$ cat src/logic/hcp_pkg.sv
package hcp_pkg;
    localparam int unsigned CLK_MHZ = 250;
    localparam int unsigned RST_RELEASE_US = 250;
    localparam int unsigned RST_RELEASE_CYC = RST_RELEASE_US * CLK_MHZ;
    localparam int RST_CNT_W = 17;
    localparam int SLP_CNT_W = 24;
    localparam int AXI_AW = 12;

    localparam logic [9:0] IDX_SLEEP_CONFIG_0 = 10'h211;
    localparam logic [9:0] IDX_INT_STATUS = 10'h212;
    localparam logic [9:0] IDX_INT_ENABLE = 10'h213;
    localparam logic [9:0] IDX_INT_MASK = 10'h214;
    localparam logic [9:0] IDX_WAKE_CTRL = 10'h215;
    localparam logic [9:0] IDX_SLEEP_INTERVAL = 10'h216;
    localparam logic [9:0] IDX_INACTIVE_PERIOD = 10'h217;
    localparam logic [9:0] IDX_GPIO_DIR = 10'h218;
    localparam logic [9:0] IDX_GPIO_DATA = 10'h219;
    localparam logic [9:0] IDX_GPIO_EXT = 10'h21A;
    localparam logic [9:0] IDX_SLEEP_COUNT = 10'h21B;

    localparam int CFG_CLK_SEL = 0;
    localparam int CFG_EDGE = 1;
    localparam int CFG_BEACON = 2;
    localparam int WK_EN = 0;
    localparam int WK_SLEEP = 1;
    localparam int ST_WAKE = 0;
    localparam int ST_INTERVAL = 1;
    localparam int ST_INACTIVE = 2;

    localparam logic [7:0] SLPCFG_RST = 8'h00;
    localparam logic [7:0] INT_EN_RST = 8'h00;
    localparam logic [7:0] INT_MASK_RST = 8'hFF;
    localparam logic [23:0] INTERVAL_RST = 24'h000100;
    localparam logic [23:0] INACTIVE_RST = 24'h000080;

    localparam logic [1:0] RESP_OKAY = 2'h0;
    localparam logic [1:0] RESP_SLVERR = 2'h2;

    typedef enum logic [2:0] {
        HCP_RST_HOLD = 3'b001,
        HCP_RST_DELAY = 3'b010,
        HCP_RST_RUN = 3'b100
    } hcp_rst_e;
endpackage

$ cat src/logic/hcp_sleep_cnt.sv
`timescale 1ns/100ps
module hcp_sleep_cnt (
    input wire logic clk_i,
    input wire logic rst_i,
    input wire logic dev_rst_i,
    input wire logic clk32_i,
    input wire logic clk100_i,
    input wire logic clk_sel_i,
    input wire logic beacon_i,
    input wire logic run_i,
    input wire logic [hcp_pkg::SLP_CNT_W-1:0] interval_i,
    input wire logic [hcp_pkg::SLP_CNT_W-1:0] inactive_i,
    output logic [hcp_pkg::SLP_CNT_W-1:0] count_o,
    output logic inactive_done_o,
    output logic interval_done_o
);
    typedef struct packed {
        logic p32;
        logic p100;
        logic [hcp_pkg::SLP_CNT_W-1:0] cnt;
        logic inact;
        logic done;
    } hcp_slp_s;

    hcp_slp_s q;
    hcp_slp_s next_q;
    logic tick;
    logic [hcp_pkg::SLP_CNT_W-1:0] cnt_inc;

    // pins are synchronous, so a rising edge of the chosen sleep clock is one tick
    assign tick = clk_sel_i ? (clk100_i & ~q.p100) : (clk32_i & ~q.p32);
    assign cnt_inc = q.cnt + 1'b1;

    always_comb begin
        next_q = q;
        next_q.p32 = clk32_i;
        next_q.p100 = clk100_i;
        next_q.inact = 1'b0;
        next_q.done = 1'b0;
        if (dev_rst_i || !run_i) begin
            next_q.cnt = '0;
        end else if (tick) begin
            // zero interval would never match, so it expires on every tick
            if (cnt_inc >= interval_i) begin
                next_q.done = 1'b1;
                next_q.cnt = '0;
            end else begin
                next_q.cnt = cnt_inc;
            end
            if (beacon_i && cnt_inc == inactive_i) begin
                next_q.inact = 1'b1;
            end
        end
    end

    always_ff @(posedge clk_i or posedge rst_i) begin
        if (rst_i) begin
            q <= '0;
        end else begin
            q <= next_q;
        end
    end

    assign count_o = q.cnt;
    assign inactive_done_o = q.inact;
    assign interval_done_o = q.done;
endmodule

$ cat src/logic/hcp_top.sv
`timescale 1ns/100ps
module hcp_top #(
    parameter int unsigned RELEASE_CYCLES = hcp_pkg::RST_RELEASE_CYC
) (
    input wire logic CLK_SYS_I,
    input wire logic SYS_RST_I,
    input wire logic [hcp_pkg::AXI_AW-1:0] S_AXI_AWADDR_I,
    input wire logic S_AXI_AWVALID_I,
    output logic S_AXI_AWREADY_O,
    input wire logic [31:0] S_AXI_WDATA_I,
    input wire logic [3:0] S_AXI_WSTRB_I,
    input wire logic S_AXI_WVALID_I,
    output logic S_AXI_WREADY_O,
    output logic [1:0] S_AXI_BRESP_O,
    output logic S_AXI_BVALID_O,
    input wire logic S_AXI_BREADY_I,
    input wire logic [hcp_pkg::AXI_AW-1:0] S_AXI_ARADDR_I,
    input wire logic S_AXI_ARVALID_I,
    output logic S_AXI_ARREADY_O,
    output logic [31:0] S_AXI_RDATA_O,
    output logic [1:0] S_AXI_RRESP_O,
    output logic S_AXI_RVALID_O,
    input wire logic S_AXI_RREADY_I,
    input wire logic RESET_N_I,
    input wire logic WAKE_I,
    output logic INT_O,
    input wire logic SLEEP_CLK32_I,
    input wire logic SLEEP_CLK100_I,
    input wire logic [3:0] EVT_I,
    input wire logic TX_ACTIVE_I,
    input wire logic RX_ACTIVE_I,
    input wire logic [5:0] GPIO_I,
    output logic [5:0] GPIO_O,
    output logic [5:0] GPIO_OE_O,
    output logic DEVICE_RST_O,
    output logic MAIN_CLK_EN_O
);
    typedef struct packed {
        hcp_pkg::hcp_rst_e rst_st;
        logic [hcp_pkg::RST_CNT_W-1:0] rst_cnt;
        logic [7:0] slpcfg;
        logic [7:0] stat;
        logic [7:0] int_en;
        logic [7:0] int_mask;
        logic wake_en;
        logic sleeping;
        logic wake_prev;
        logic [23:0] interval;
        logic [23:0] inactive;
        logic [5:0] gpio_dir;
        logic [5:0] gpio_dat;
        logic gpio_ext;
        logic [5:0] gpio_o;
        logic [5:0] gpio_oe;
        logic aw_got;
        logic [9:0] aw_idx;
        logic w_got;
        logic [31:0] wdata;
        logic [3:0] wstrb;
        logic bvalid;
        logic [1:0] bresp;
        logic rvalid;
        logic [31:0] rdata;
        logic [1:0] rresp;
    } hcp_top_s;

    hcp_top_s q;
    hcp_top_s next_q;
    logic dev_rst;
    logic irq;
    logic wake_hit;
    logic wr_do;
    logic rd_take;
    logic [9:0] ar_idx;
    logic [23:0] slp_count;
    logic slp_inact;
    logic slp_done;
    logic [7:0] set_vec;
    logic [7:0] clr_vec;
    logic [31:0] wr_val;
    logic [31:0] rd_val;
    logic rd_ok;
    logic wr_ok;

    localparam logic [hcp_pkg::RST_CNT_W-1:0] REL_LAST = hcp_pkg::RST_CNT_W'(RELEASE_CYCLES - 1);

    function automatic logic [31:0] merge(input logic [31:0] old, input logic [31:0] d, input logic [3:0] s);
        logic [31:0] r;
        r = old;
        for (int b = 0; b < 4; b++) begin
            if (s[b]) begin
                r[b*8 +: 8] = d[b*8 +: 8];
            end
        end
        return r;
    endfunction

    assign dev_rst = q.rst_st != hcp_pkg::HCP_RST_RUN;
    assign irq = |(q.stat & q.int_en & ~q.int_mask);
    assign wake_hit = WAKE_I & ~q.wake_prev & q.wake_en & q.sleeping;
    assign wr_do = q.aw_got && q.w_got && !q.bvalid;
    assign rd_take = S_AXI_ARVALID_I && !q.rvalid;
    assign ar_idx = S_AXI_ARADDR_I[11:2];
    assign set_vec = {EVT_I, 1'b0, slp_inact, slp_done, wake_hit};

    hcp_sleep_cnt u_sleep (
        .clk_i(CLK_SYS_I),
        .rst_i(SYS_RST_I),
        .dev_rst_i(dev_rst),
        .clk32_i(SLEEP_CLK32_I),
        .clk100_i(SLEEP_CLK100_I),
        .clk_sel_i(q.slpcfg[hcp_pkg::CFG_CLK_SEL]),
        .beacon_i(q.slpcfg[hcp_pkg::CFG_BEACON]),
        .run_i(q.sleeping || q.slpcfg[hcp_pkg::CFG_BEACON]),
        .interval_i(q.interval),
        .inactive_i(q.inactive),
        .count_o(slp_count),
        .inactive_done_o(slp_inact),
        .interval_done_o(slp_done)
    );

    always_comb begin
        rd_ok = 1'b1;
        rd_val = '0;
        unique case (ar_idx)
            hcp_pkg::IDX_SLEEP_CONFIG_0: rd_val[7:0] = q.slpcfg;
            hcp_pkg::IDX_INT_STATUS: rd_val[7:0] = q.stat;
            hcp_pkg::IDX_INT_ENABLE: rd_val[7:0] = q.int_en;
            hcp_pkg::IDX_INT_MASK: rd_val[7:0] = q.int_mask;
            hcp_pkg::IDX_WAKE_CTRL: rd_val[1:0] = {q.sleeping, q.wake_en};
            hcp_pkg::IDX_SLEEP_INTERVAL: rd_val[23:0] = q.interval;
            hcp_pkg::IDX_INACTIVE_PERIOD: rd_val[23:0] = q.inactive;
            hcp_pkg::IDX_GPIO_DIR: rd_val[5:0] = q.gpio_dir;
            hcp_pkg::IDX_GPIO_DATA: rd_val[5:0] = GPIO_I;
            hcp_pkg::IDX_GPIO_EXT: rd_val[0] = q.gpio_ext;
            hcp_pkg::IDX_SLEEP_COUNT: rd_val[23:0] = slp_count;
            default: rd_ok = 1'b0;
        endcase
    end

    always_comb begin
        next_q = q;
        wr_ok = 1'b1;
        wr_val = '0;
        clr_vec = '0;
        next_q.wake_prev = WAKE_I;

        unique case (q.rst_st)
            hcp_pkg::HCP_RST_HOLD: begin
                next_q.rst_cnt = '0;
                if (RESET_N_I) begin
                    next_q.rst_st = hcp_pkg::HCP_RST_DELAY;
                end
            end
            hcp_pkg::HCP_RST_DELAY: begin
                if (!RESET_N_I) begin
                    next_q.rst_st = hcp_pkg::HCP_RST_HOLD;
                    next_q.rst_cnt = '0;
                end else if (q.rst_cnt == REL_LAST) begin
                    next_q.rst_st = hcp_pkg::HCP_RST_RUN;
                end else begin
                    next_q.rst_cnt = q.rst_cnt + 1'b1;
                end
            end
            hcp_pkg::HCP_RST_RUN: begin
                if (!RESET_N_I) begin
                    next_q.rst_st = hcp_pkg::HCP_RST_HOLD;
                end
            end
        endcase

        if (wr_do) begin
            next_q.aw_got = 1'b0;
            next_q.w_got = 1'b0;
            next_q.bvalid = 1'b1;
            unique case (q.aw_idx)
                hcp_pkg::IDX_SLEEP_CONFIG_0: wr_val[7:0] = q.slpcfg;
                hcp_pkg::IDX_INT_ENABLE: wr_val[7:0] = q.int_en;
                hcp_pkg::IDX_INT_MASK: wr_val[7:0] = q.int_mask;
                hcp_pkg::IDX_SLEEP_INTERVAL: wr_val[23:0] = q.interval;
                hcp_pkg::IDX_INACTIVE_PERIOD: wr_val[23:0] = q.inactive;
                hcp_pkg::IDX_GPIO_DIR: wr_val[5:0] = q.gpio_dir;
                hcp_pkg::IDX_GPIO_DATA: wr_val[5:0] = q.gpio_dat;
                hcp_pkg::IDX_GPIO_EXT: wr_val[0] = q.gpio_ext;
                hcp_pkg::IDX_INT_STATUS, hcp_pkg::IDX_WAKE_CTRL, hcp_pkg::IDX_SLEEP_COUNT: wr_val = '0;
                default: wr_ok = 1'b0;
            endcase
            wr_val = merge(wr_val, q.wdata, q.wstrb);
            next_q.bresp = wr_ok ? hcp_pkg::RESP_OKAY : hcp_pkg::RESP_SLVERR;
            if (!dev_rst) begin
                unique case (q.aw_idx)
                    hcp_pkg::IDX_SLEEP_CONFIG_0: next_q.slpcfg = wr_val[7:0];
                    hcp_pkg::IDX_INT_STATUS: clr_vec = wr_val[7:0];
                    hcp_pkg::IDX_INT_ENABLE: next_q.int_en = wr_val[7:0];
                    hcp_pkg::IDX_INT_MASK: next_q.int_mask = wr_val[7:0];
                    hcp_pkg::IDX_WAKE_CTRL: begin
                        next_q.wake_en = wr_val[hcp_pkg::WK_EN];
                        if (wr_val[hcp_pkg::WK_SLEEP]) begin
                            next_q.sleeping = 1'b1;
                        end
                    end
                    hcp_pkg::IDX_SLEEP_INTERVAL: next_q.interval = wr_val[23:0];
                    hcp_pkg::IDX_INACTIVE_PERIOD: next_q.inactive = wr_val[23:0];
                    hcp_pkg::IDX_GPIO_DIR: next_q.gpio_dir = wr_val[5:0];
                    hcp_pkg::IDX_GPIO_DATA: next_q.gpio_dat = wr_val[5:0];
                    hcp_pkg::IDX_GPIO_EXT: next_q.gpio_ext = wr_val[0];
                    default: ;
                endcase
            end
        end else begin
            if (S_AXI_AWVALID_I && !q.aw_got) begin
                next_q.aw_got = 1'b1;
                next_q.aw_idx = S_AXI_AWADDR_I[11:2];
            end
            if (S_AXI_WVALID_I && !q.w_got) begin
                next_q.w_got = 1'b1;
                next_q.wdata = S_AXI_WDATA_I;
                next_q.wstrb = S_AXI_WSTRB_I;
            end
        end
        if (q.bvalid && S_AXI_BREADY_I) begin
            next_q.bvalid = 1'b0;
        end

        if (rd_take) begin
            next_q.rvalid = 1'b1;
            next_q.rdata = rd_val;
            next_q.rresp = rd_ok ? hcp_pkg::RESP_OKAY : hcp_pkg::RESP_SLVERR;
            // reading status clears all of its bits and releases the interrupt line; a write to it clears only the bits written as 1
            if (ar_idx == hcp_pkg::IDX_INT_STATUS) begin
                clr_vec = 8'hFF;
            end
        end else if (q.rvalid && S_AXI_RREADY_I) begin
            next_q.rvalid = 1'b0;
        end

        // an event in the clearing cycle is kept: set wins
        next_q.stat = (q.stat & ~clr_vec) | set_vec;
        if (wake_hit || (slp_done && !q.slpcfg[hcp_pkg::CFG_BEACON])) begin
            next_q.sleeping = 1'b0;
        end

        if (q.gpio_ext) begin
            next_q.gpio_o = {q.gpio_dat[5:3], RX_ACTIVE_I, TX_ACTIVE_I, TX_ACTIVE_I};
            next_q.gpio_oe = {q.gpio_dir[5:3], 3'h7};
        end else begin
            next_q.gpio_o = q.gpio_dat;
            next_q.gpio_oe = q.gpio_dir;
        end

        if (dev_rst) begin
            next_q.slpcfg = hcp_pkg::SLPCFG_RST;
            next_q.stat = '0;
            next_q.int_en = hcp_pkg::INT_EN_RST;
            next_q.int_mask = hcp_pkg::INT_MASK_RST;
            next_q.wake_en = 1'b0;
            next_q.sleeping = 1'b0;
            next_q.interval = hcp_pkg::INTERVAL_RST;
            next_q.inactive = hcp_pkg::INACTIVE_RST;
            next_q.gpio_dir = '0;
            next_q.gpio_dat = '0;
            next_q.gpio_ext = 1'b0;
            next_q.gpio_o = '0;
            next_q.gpio_oe = '0;
        end
    end

    always_ff @(posedge CLK_SYS_I or posedge SYS_RST_I) begin
        if (SYS_RST_I) begin
            q <= '{rst_st: hcp_pkg::HCP_RST_HOLD, slpcfg: hcp_pkg::SLPCFG_RST, int_en: hcp_pkg::INT_EN_RST,
                   int_mask: hcp_pkg::INT_MASK_RST, interval: hcp_pkg::INTERVAL_RST,
                   inactive: hcp_pkg::INACTIVE_RST, default: '0};
        end else begin
            q <= next_q;
        end
    end

    assign INT_O = q.slpcfg[hcp_pkg::CFG_EDGE] ? irq : ~irq;
    assign DEVICE_RST_O = dev_rst;
    // main clock is gated off while held in reset or asleep
    assign MAIN_CLK_EN_O = !dev_rst && !q.sleeping;
    assign GPIO_O = q.gpio_o;
    assign GPIO_OE_O = q.gpio_oe;
    assign S_AXI_AWREADY_O = !q.aw_got;
    assign S_AXI_WREADY_O = !q.w_got;
    assign S_AXI_BVALID_O = q.bvalid;
    assign S_AXI_BRESP_O = q.bresp;
    assign S_AXI_ARREADY_O = !q.rvalid;
    assign S_AXI_RVALID_O = q.rvalid;
    assign S_AXI_RDATA_O = q.rdata;
    assign S_AXI_RRESP_O = q.rresp;
endmodule

$ cat config.mk
export PLATFORM = sky130hd
export DESIGN_NAME = hcp_top
export DESIGN_NICKNAME = d
export VERILOG_FILES = /design/src/logic/hcp_pkg.sv /design/src/logic/hcp_sleep_cnt.sv /design/src/logic/hcp_top.sv
export SDC_FILE = /design/constraint.sdc
export NUM_CORES = 1
export LEC_CHECK = 0
export BUFFER_PORTS_ARGS = -buffer_cell sky130_fd_sc_hd__buf_2
export CAP_MARGIN = 20
export CORE_ASPECT_RATIO = 1.4
export CORE_MARGIN = 5
export CORE_UTILIZATION = 65
export DETAILED_ROUTE_END_ITERATION = 7
export PLACE_DENSITY_LB_ADDON = 0.3
export SYNTH_ARGS = -nofsm -noshare
export SYNTH_HDL_FRONTEND = slang
export SYNTH_HIERARCHICAL = 1
export SYNTH_SLANG_ARGS = --single-unit
$ cat constraint.sdc
create_clock -name CLK_SYS_I -period 8.8 [get_ports CLK_SYS_I]
set_input_delay 0.44 -clock CLK_SYS_I [delete_from_list [all_inputs] [get_ports CLK_SYS_I]]
set_output_delay 0.44 -clock CLK_SYS_I [all_outputs]
set_load 0.005 [all_outputs]
* Word level (Yosys, flattened, before mapping)
Index checks and enable logic that the tools add are counted.
** Word-level totals
- Register bits after elaboration :: 234
- Output and inout port bits :: 56
- Bits in writable memories :: 0
- Memories kept :: 0
- Memory bits (read-only) :: 0
- Input bits :: 83
- Latch bits :: 0
- Logic and storage cells :: 202
** Cells by class
- Mux-type cells :: 63
- Multipliers :: 0
- Divide/modulo/power cells :: 0
- Add/sub/neg operators :: 2
- Shifts and indexed selects :: 0
- Equal/unequal tests :: 32
- Bitwise operators :: 16
- Order comparisons :: 1
- Reductions and logical operators :: 57
** Operators with widths (number)
- == test 10 bit (second input constant) :: 22
- 2-to-1 mux 8 bit :: 13
- 2-to-1 mux 24 bit :: 4
- 2-to-1 mux 73 bit :: 1
- 2-to-1 mux 61 bit :: 1
- case mux 16 bit (3 select lines) :: 1
- 2-to-1 mux 37 bit :: 1
- case mux 4 bit (9 select lines) :: 1
- case mux 5 bit (7 select lines) :: 1
- 2-to-1 mux 34 bit :: 1
- case mux 17 bit (2 select lines) :: 1
- nonzero test 2 bit :: 16
- 2-to-1 mux 26 bit :: 1
- adder 24 x 1 -> 24 bit (second input constant) :: 1
- bitwise AND 8 bit :: 3
- == test 24 bit :: 1
- greater-or-equal comparator 24 bit :: 1
- AND reduction 2 bit :: 12
- OR reduction 11 bit :: 2
- 2-to-1 mux 20 bit :: 1
- 2-to-1 mux 18 bit :: 1
- adder 17 x 1 -> 17 bit (second input constant) :: 1
- == test 17 x 16 -> 1 bit (second input constant) :: 1
- 2-to-1 mux 17 bit :: 1
- 28 further kinds :: 82

* Longest topological paths before layout
- Word-level depth :: 13
- Depth in mapped cells :: 17
- Depth with buffers taken out :: 14

* Modules after synthesis
Netlist, hierarchy kept.
** Modules (own cells, without submodules)
- hcp_top :: seq. area each 4893.4 µm², cells each 1074, area each 10650.2 µm², instances 1
- hcp_sleep_cnt :: seq. area each 700.7 µm², cells each 392, area each 3195.6 µm², instances 1

* Worst setup path before layout
OpenSTA, ideal clock, no wires.
- Path type :: register to register
- Start point :: register u_sleep.q (netlist bit u_sleep/count_o[0])
- End point :: register u_sleep.q (netlist bit u_sleep/count_o[21])
- Stages on the path, launching flop included :: 16
- Data arrival time :: 3.457 ns
- Library setup time :: 0.116 ns
- Clock period less this slack :: 3.573 ns
- Setup slack :: 5.227 ns
- Required time :: 8.684 ns
- Buffers on the path :: 2
- Cell sequence :: dfrtp_1 -> nand3_4 -> or4_1 -> or3_1 -> xor2_1 -> inv_1 -> ha_1 -> a21o_1 -> a21o_1 -> a21oi_1 -> o21a_1 -> nor2b_1 -> clkbuf_1 -> clkbuf_1 -> nand4_1 -> o311ai_0
** On the way
- Word-level cells in the longest chain between the ends :: 5
** Ends and longest elaborated chain
- from (decl) :: line hcp_sleep_cnt.sv:25 : hcp_slp_s q;
- from (signal assigned) :: line hcp_sleep_cnt.sv:60 : q <= next_q;
- adder 24 x 1 -> 24 bit * :: line hcp_sleep_cnt.sv:32 : assign cnt_inc = q.cnt + 1'b1;
- greater-or-equal comparator 24 bit :: line hcp_sleep_cnt.sv:44 : if (cnt_inc >= interval_i) begin
- 2-to-1 mux 24 bit * :: line hcp_sleep_cnt.sv:44
- 2-to-1 mux 26 bit * :: line hcp_sleep_cnt.sv:42 : end else if (tick) begin
- 2-to-1 mux 24 bit * :: line hcp_sleep_cnt.sv:40 : if (dev_rst_i || !run_i) begin
Mark *: on every way between the ends. The rest lies on a longest branch, timed or not. The select of a mux whose other input is x is not followed.
A chain may end at the register's enable or synchronous reset.

* Final worst setup path
- Start point :: register u_sleep.q (netlist bit u_sleep/count_o[3])
- End point :: register u_sleep.q (netlist bit u_sleep/count_o[21])
Same word-level chain as after synthesis.

==> impl_metrics.ini <==
[global_routing]
grt_pass1_wl_microns = 62700
grt_pass1_vias = 11500
grt_max_degree = 110
overflow = 0
antenna_found_initial = 1
grt_usage_pct = 32.2

[placed_design]
dpl.hpwl_microns = 28300
portBuffers = 115
post-place-ws_ns = 4.21
routabilityCongestion = 0.981

[synthesis]
yosys_warnings = 6
ys_seq_area_share_pct = 40.4
synth_edf_count = 0
async_flop_share_pct = 100
yosys.area.top_type_share_pct = 38.3
ys_types = 98
synth_top_area_cell = dfrtp_1
synth.most_common_cell = dfrtp_1
synth_flop_cell = dfrtp_1
synthTopCellsByArea = dfrtp_1, mux2_2, buf_4
syn_inst = 1466
netlist_area_sq_mm = 0.0138
ys_ff_latch = 223
synth_common_cells = dfrtp_1, nand2_1, o21ai_0
synth_area_per_cell_sq_um = 9.44

[worst_setup_path]
cp_data_required_time_ns = 9.22
end_kind = flip-flop
crit_buf_inv = 2
reg2reg_slack_ns = 4.12
r2r-end = u_sleep/count_o[21]$_DFFE_PP0P_
start_kind = flip-flop
crit_family = simple AND/OR/NAND/NOR gates
worstRegToRegCells = 14
critPathSlowestCell = dfrtp_1
crit_chain = nand2_1, or4_1, or3_1, xor2_1, inv_1, ha_1, a21o_1, a21o_1, a21oi_1, o21a_1, nor2b_1, buf_4, nand2_1, o311ai_0
crit_fanout = 26
critical_path_class = reg2reg
reg2reg_from = u_sleep/count_o[3]$_DFFE_PP0P_
slowest_delay_ns = 0.69
arrival_ns = 5.10

[detailed_routing]
num_vias = 11700
drt_iter0_drc = 1014
vias_per_cell = 6.70
wl_per_cell_microns = 22.7
ant_nets = 0
route.detailed.drc = 0
first_pass_iters = 8
drt_wl_total_microns = 39700

[cts]
post-cts-setup-buffers = 0
htreeDepth = 1
postCtsHoldBufs = 0
cts_tree = yes
cts.reportedPaths.clkPinSlew_ns = 0.06
cts_resized = 0
clockRootBuffer = clkbuf_16
cts_made_buffers = 23
clockBufferDepth = 3
worstSkewPairLatency_ns = 0.53
clock_sinks = 223

[pwr]
power.density_mw_per_mm2 = 207
ir_drop_mv = 0.272
leakage_nw = 6.47
power_mw = 3.07

[sta]
setup_ws_ns = 4.12
finalCriticalPeriod_ns = 4.68
rsz0062_at_grt = false
post-route-period-util_pct = 53.2
fmax_mhz = 214
final_hold_viol_count = 0
max-slew-margin-rel_pct = 30.5
finalSetupTns_ns = 0
worstMarginPinSlew_ns = 1.04
clock_skew_ns = 0.00658
drv_slew = 0
finalSetupViolCount = 0

[finish]
drive_gt1_share_pct = 19.1
area_growth_pct = 6.86
num-nets-final = 1581
fill_cells = 1655
fin_util_pct = 70.0

[floorplan]
die_area_sq_mm = 0.0244
die_w_microns = 133
io_pins = 139
rows = 63
initial_core_util_pct = 65.5
die_h_microns = 183
core_sq_mm = 0.0211

[run]
drv_cap = 0

[status]
status = finished clean

[hold_path]
hold_path.class = in2async
## state kept, by name, indices dropped and copies added, names as in the netlist, 2 cells and up
name and cells:
q 155, GPIO_OE_O 6, u_sleep/count_o 24, GPIO_O 6, S_AXI_RDATA_O 24, u_sleep/q 2
## report_power, final
group,leakage [nW],switching [mW],internal (mW)
clock,0.391,0.417,0.607
combinational,3.12,0.457,0.301
sequential,2.96,0.145,1.14
total,6.47,1.02,2.05
## metrics by stage
stage | hold slack [ns] | cell area (sq um) | std cells
floorplan | 0.439 | 13900 | 1475
global placement | 0.457 | 13900 | 1703
detailed placement | 0.464 | 13900 | 1705
CTS | 0.0214 | 14700 | 1747
global route | 0.0292 | 14800 | 1749
finish | 0.0267 | 14800 | 1750
## cell type report
| class | count | area, sq um | area share (%) |
|---|---|---|---|
| diodes | 1 | 2.50 | 0.0169 |
| clock buffers | 36 | 704 | 4.76 |
| clock inverters | 6 | 83.8 | 0.567 |
| inverters | 53 | 206 | 1.40 |
| multi-input cells | 1039 | 7120 | 48.1 |
| flip-flops and latches | 223 | 5590 | 37.8 |
| well taps | 260 | 325 | 2.20 |
| repair buffers | 132 | 758 | 5.12 |
## layout by cell type (no fill, tap or decap), drive strengths merged, types with 7 or more instances in the layout
| cell type | synthesis | routed |
|---|---|---|
| nor4 | 8 | 8 |
| buf | 117 | 132 |
| xnor2 | 26 | 26 |
| a21oi | 63 | 63 |
| inv | 53 | 54 |
| xor2 | 25 | 25 |
| dfrtp | 212 | 212 |
| conb | 1 | 10 |
| ha | 26 | 26 |
| a22oi | 14 | 14 |
| o22ai | 7 | 7 |
| mux2i | 59 | 59 |
| nor2b | 11 | 11 |
| and3 | 24 | 24 |
| o21ai | 102 | 102 |
| nand4 | 23 | 23 |
| nor4b | 8 | 8 |
| mux2 | 67 | 67 |
| a21o | 11 | 11 |
| and2 | 20 | 20 |
| clkbuf | 43 | 36 |
| a211oi | 10 | 10 |
| dfstp | 11 | 11 |
| nand2b | 16 | 16 |
| nand3 | 94 | 94 |
| o31ai | 8 | 8 |
| a31oi | 22 | 22 |
| nor3 | 27 | 27 |
| a32o | 10 | 10 |
| nand2 | 114 | 114 |
| o211ai | 29 | 29 |
| nor2 | 92 | 92 |
## routing by layer
| metal | part of all wire (%) | GRT usage [%] | up-vias |
|---|---|---|---|
| met5 | 0.050 | 0 | - |
| met4 | 5.4 | 16.2 | 2 |
| met3 | 7.9 | 5.85 | 149 |
| met2 | 48 | 53.3 | 584 |
| met1 | 38 | 40.4 | 5710 |
| li1 | - | - | 5277 |
## cell families (layout without fill, tap and decap cells)
family,after synthesis,after routing,share of synthesized area [%]
adders and majority gates,26,26,2.35
and+or+nand+nor,488,488,19.3
muxes,126,126,9.71
buffers and inverters,213,227,8.48
other,1,11,0.0271
DFF,223,223,40.4
AOI/OAI and AO/OA,337,337,16.3
xor gates and xnor gates,52,52,3.39
## tightest hold or removal path: cells and delay by family
family / cells / cell delay (ns)
buffers and inverters: 3 / 0.54
## how the worst max path moves through the flow
| stage | startpoint | end | slack [ns] | depth (start not counted) |
|---|---|---|---|---|
| 2_1_floorplan | SYS_RST_I | GPIO_OE_O[0]$_DFF_PP0_ | 3.07 | 1 |
| 3_3_place_gp | u_sleep/count_o[3]$_DFFE_PP0P_ | u_sleep/count_o[21]$_DFFE_PP0P_ | 4.24 | 14 |
| 3_5_place_dp | u_sleep/count_o[3]$_DFFE_PP0P_ | u_sleep/count_o[21]$_DFFE_PP0P_ | 4.21 | 14 |
| 4_1_cts | u_sleep/count_o[3]$_DFFE_PP0P_ | u_sleep/count_o[21]$_DFFE_PP0P_ | 4.23 | 14 |
| 5_1_grt | u_sleep/count_o[3]$_DFFE_PP0P_ | u_sleep/count_o[21]$_DFFE_PP0P_ | 3.88 | 14 |
| 6_report | u_sleep/count_o[3]$_DFFE_PP0P_ | u_sleep/count_o[21]$_DFFE_PP0P_ | 4.12 | 14 |
Note: power is estimated with default switching activity, not from simulation.
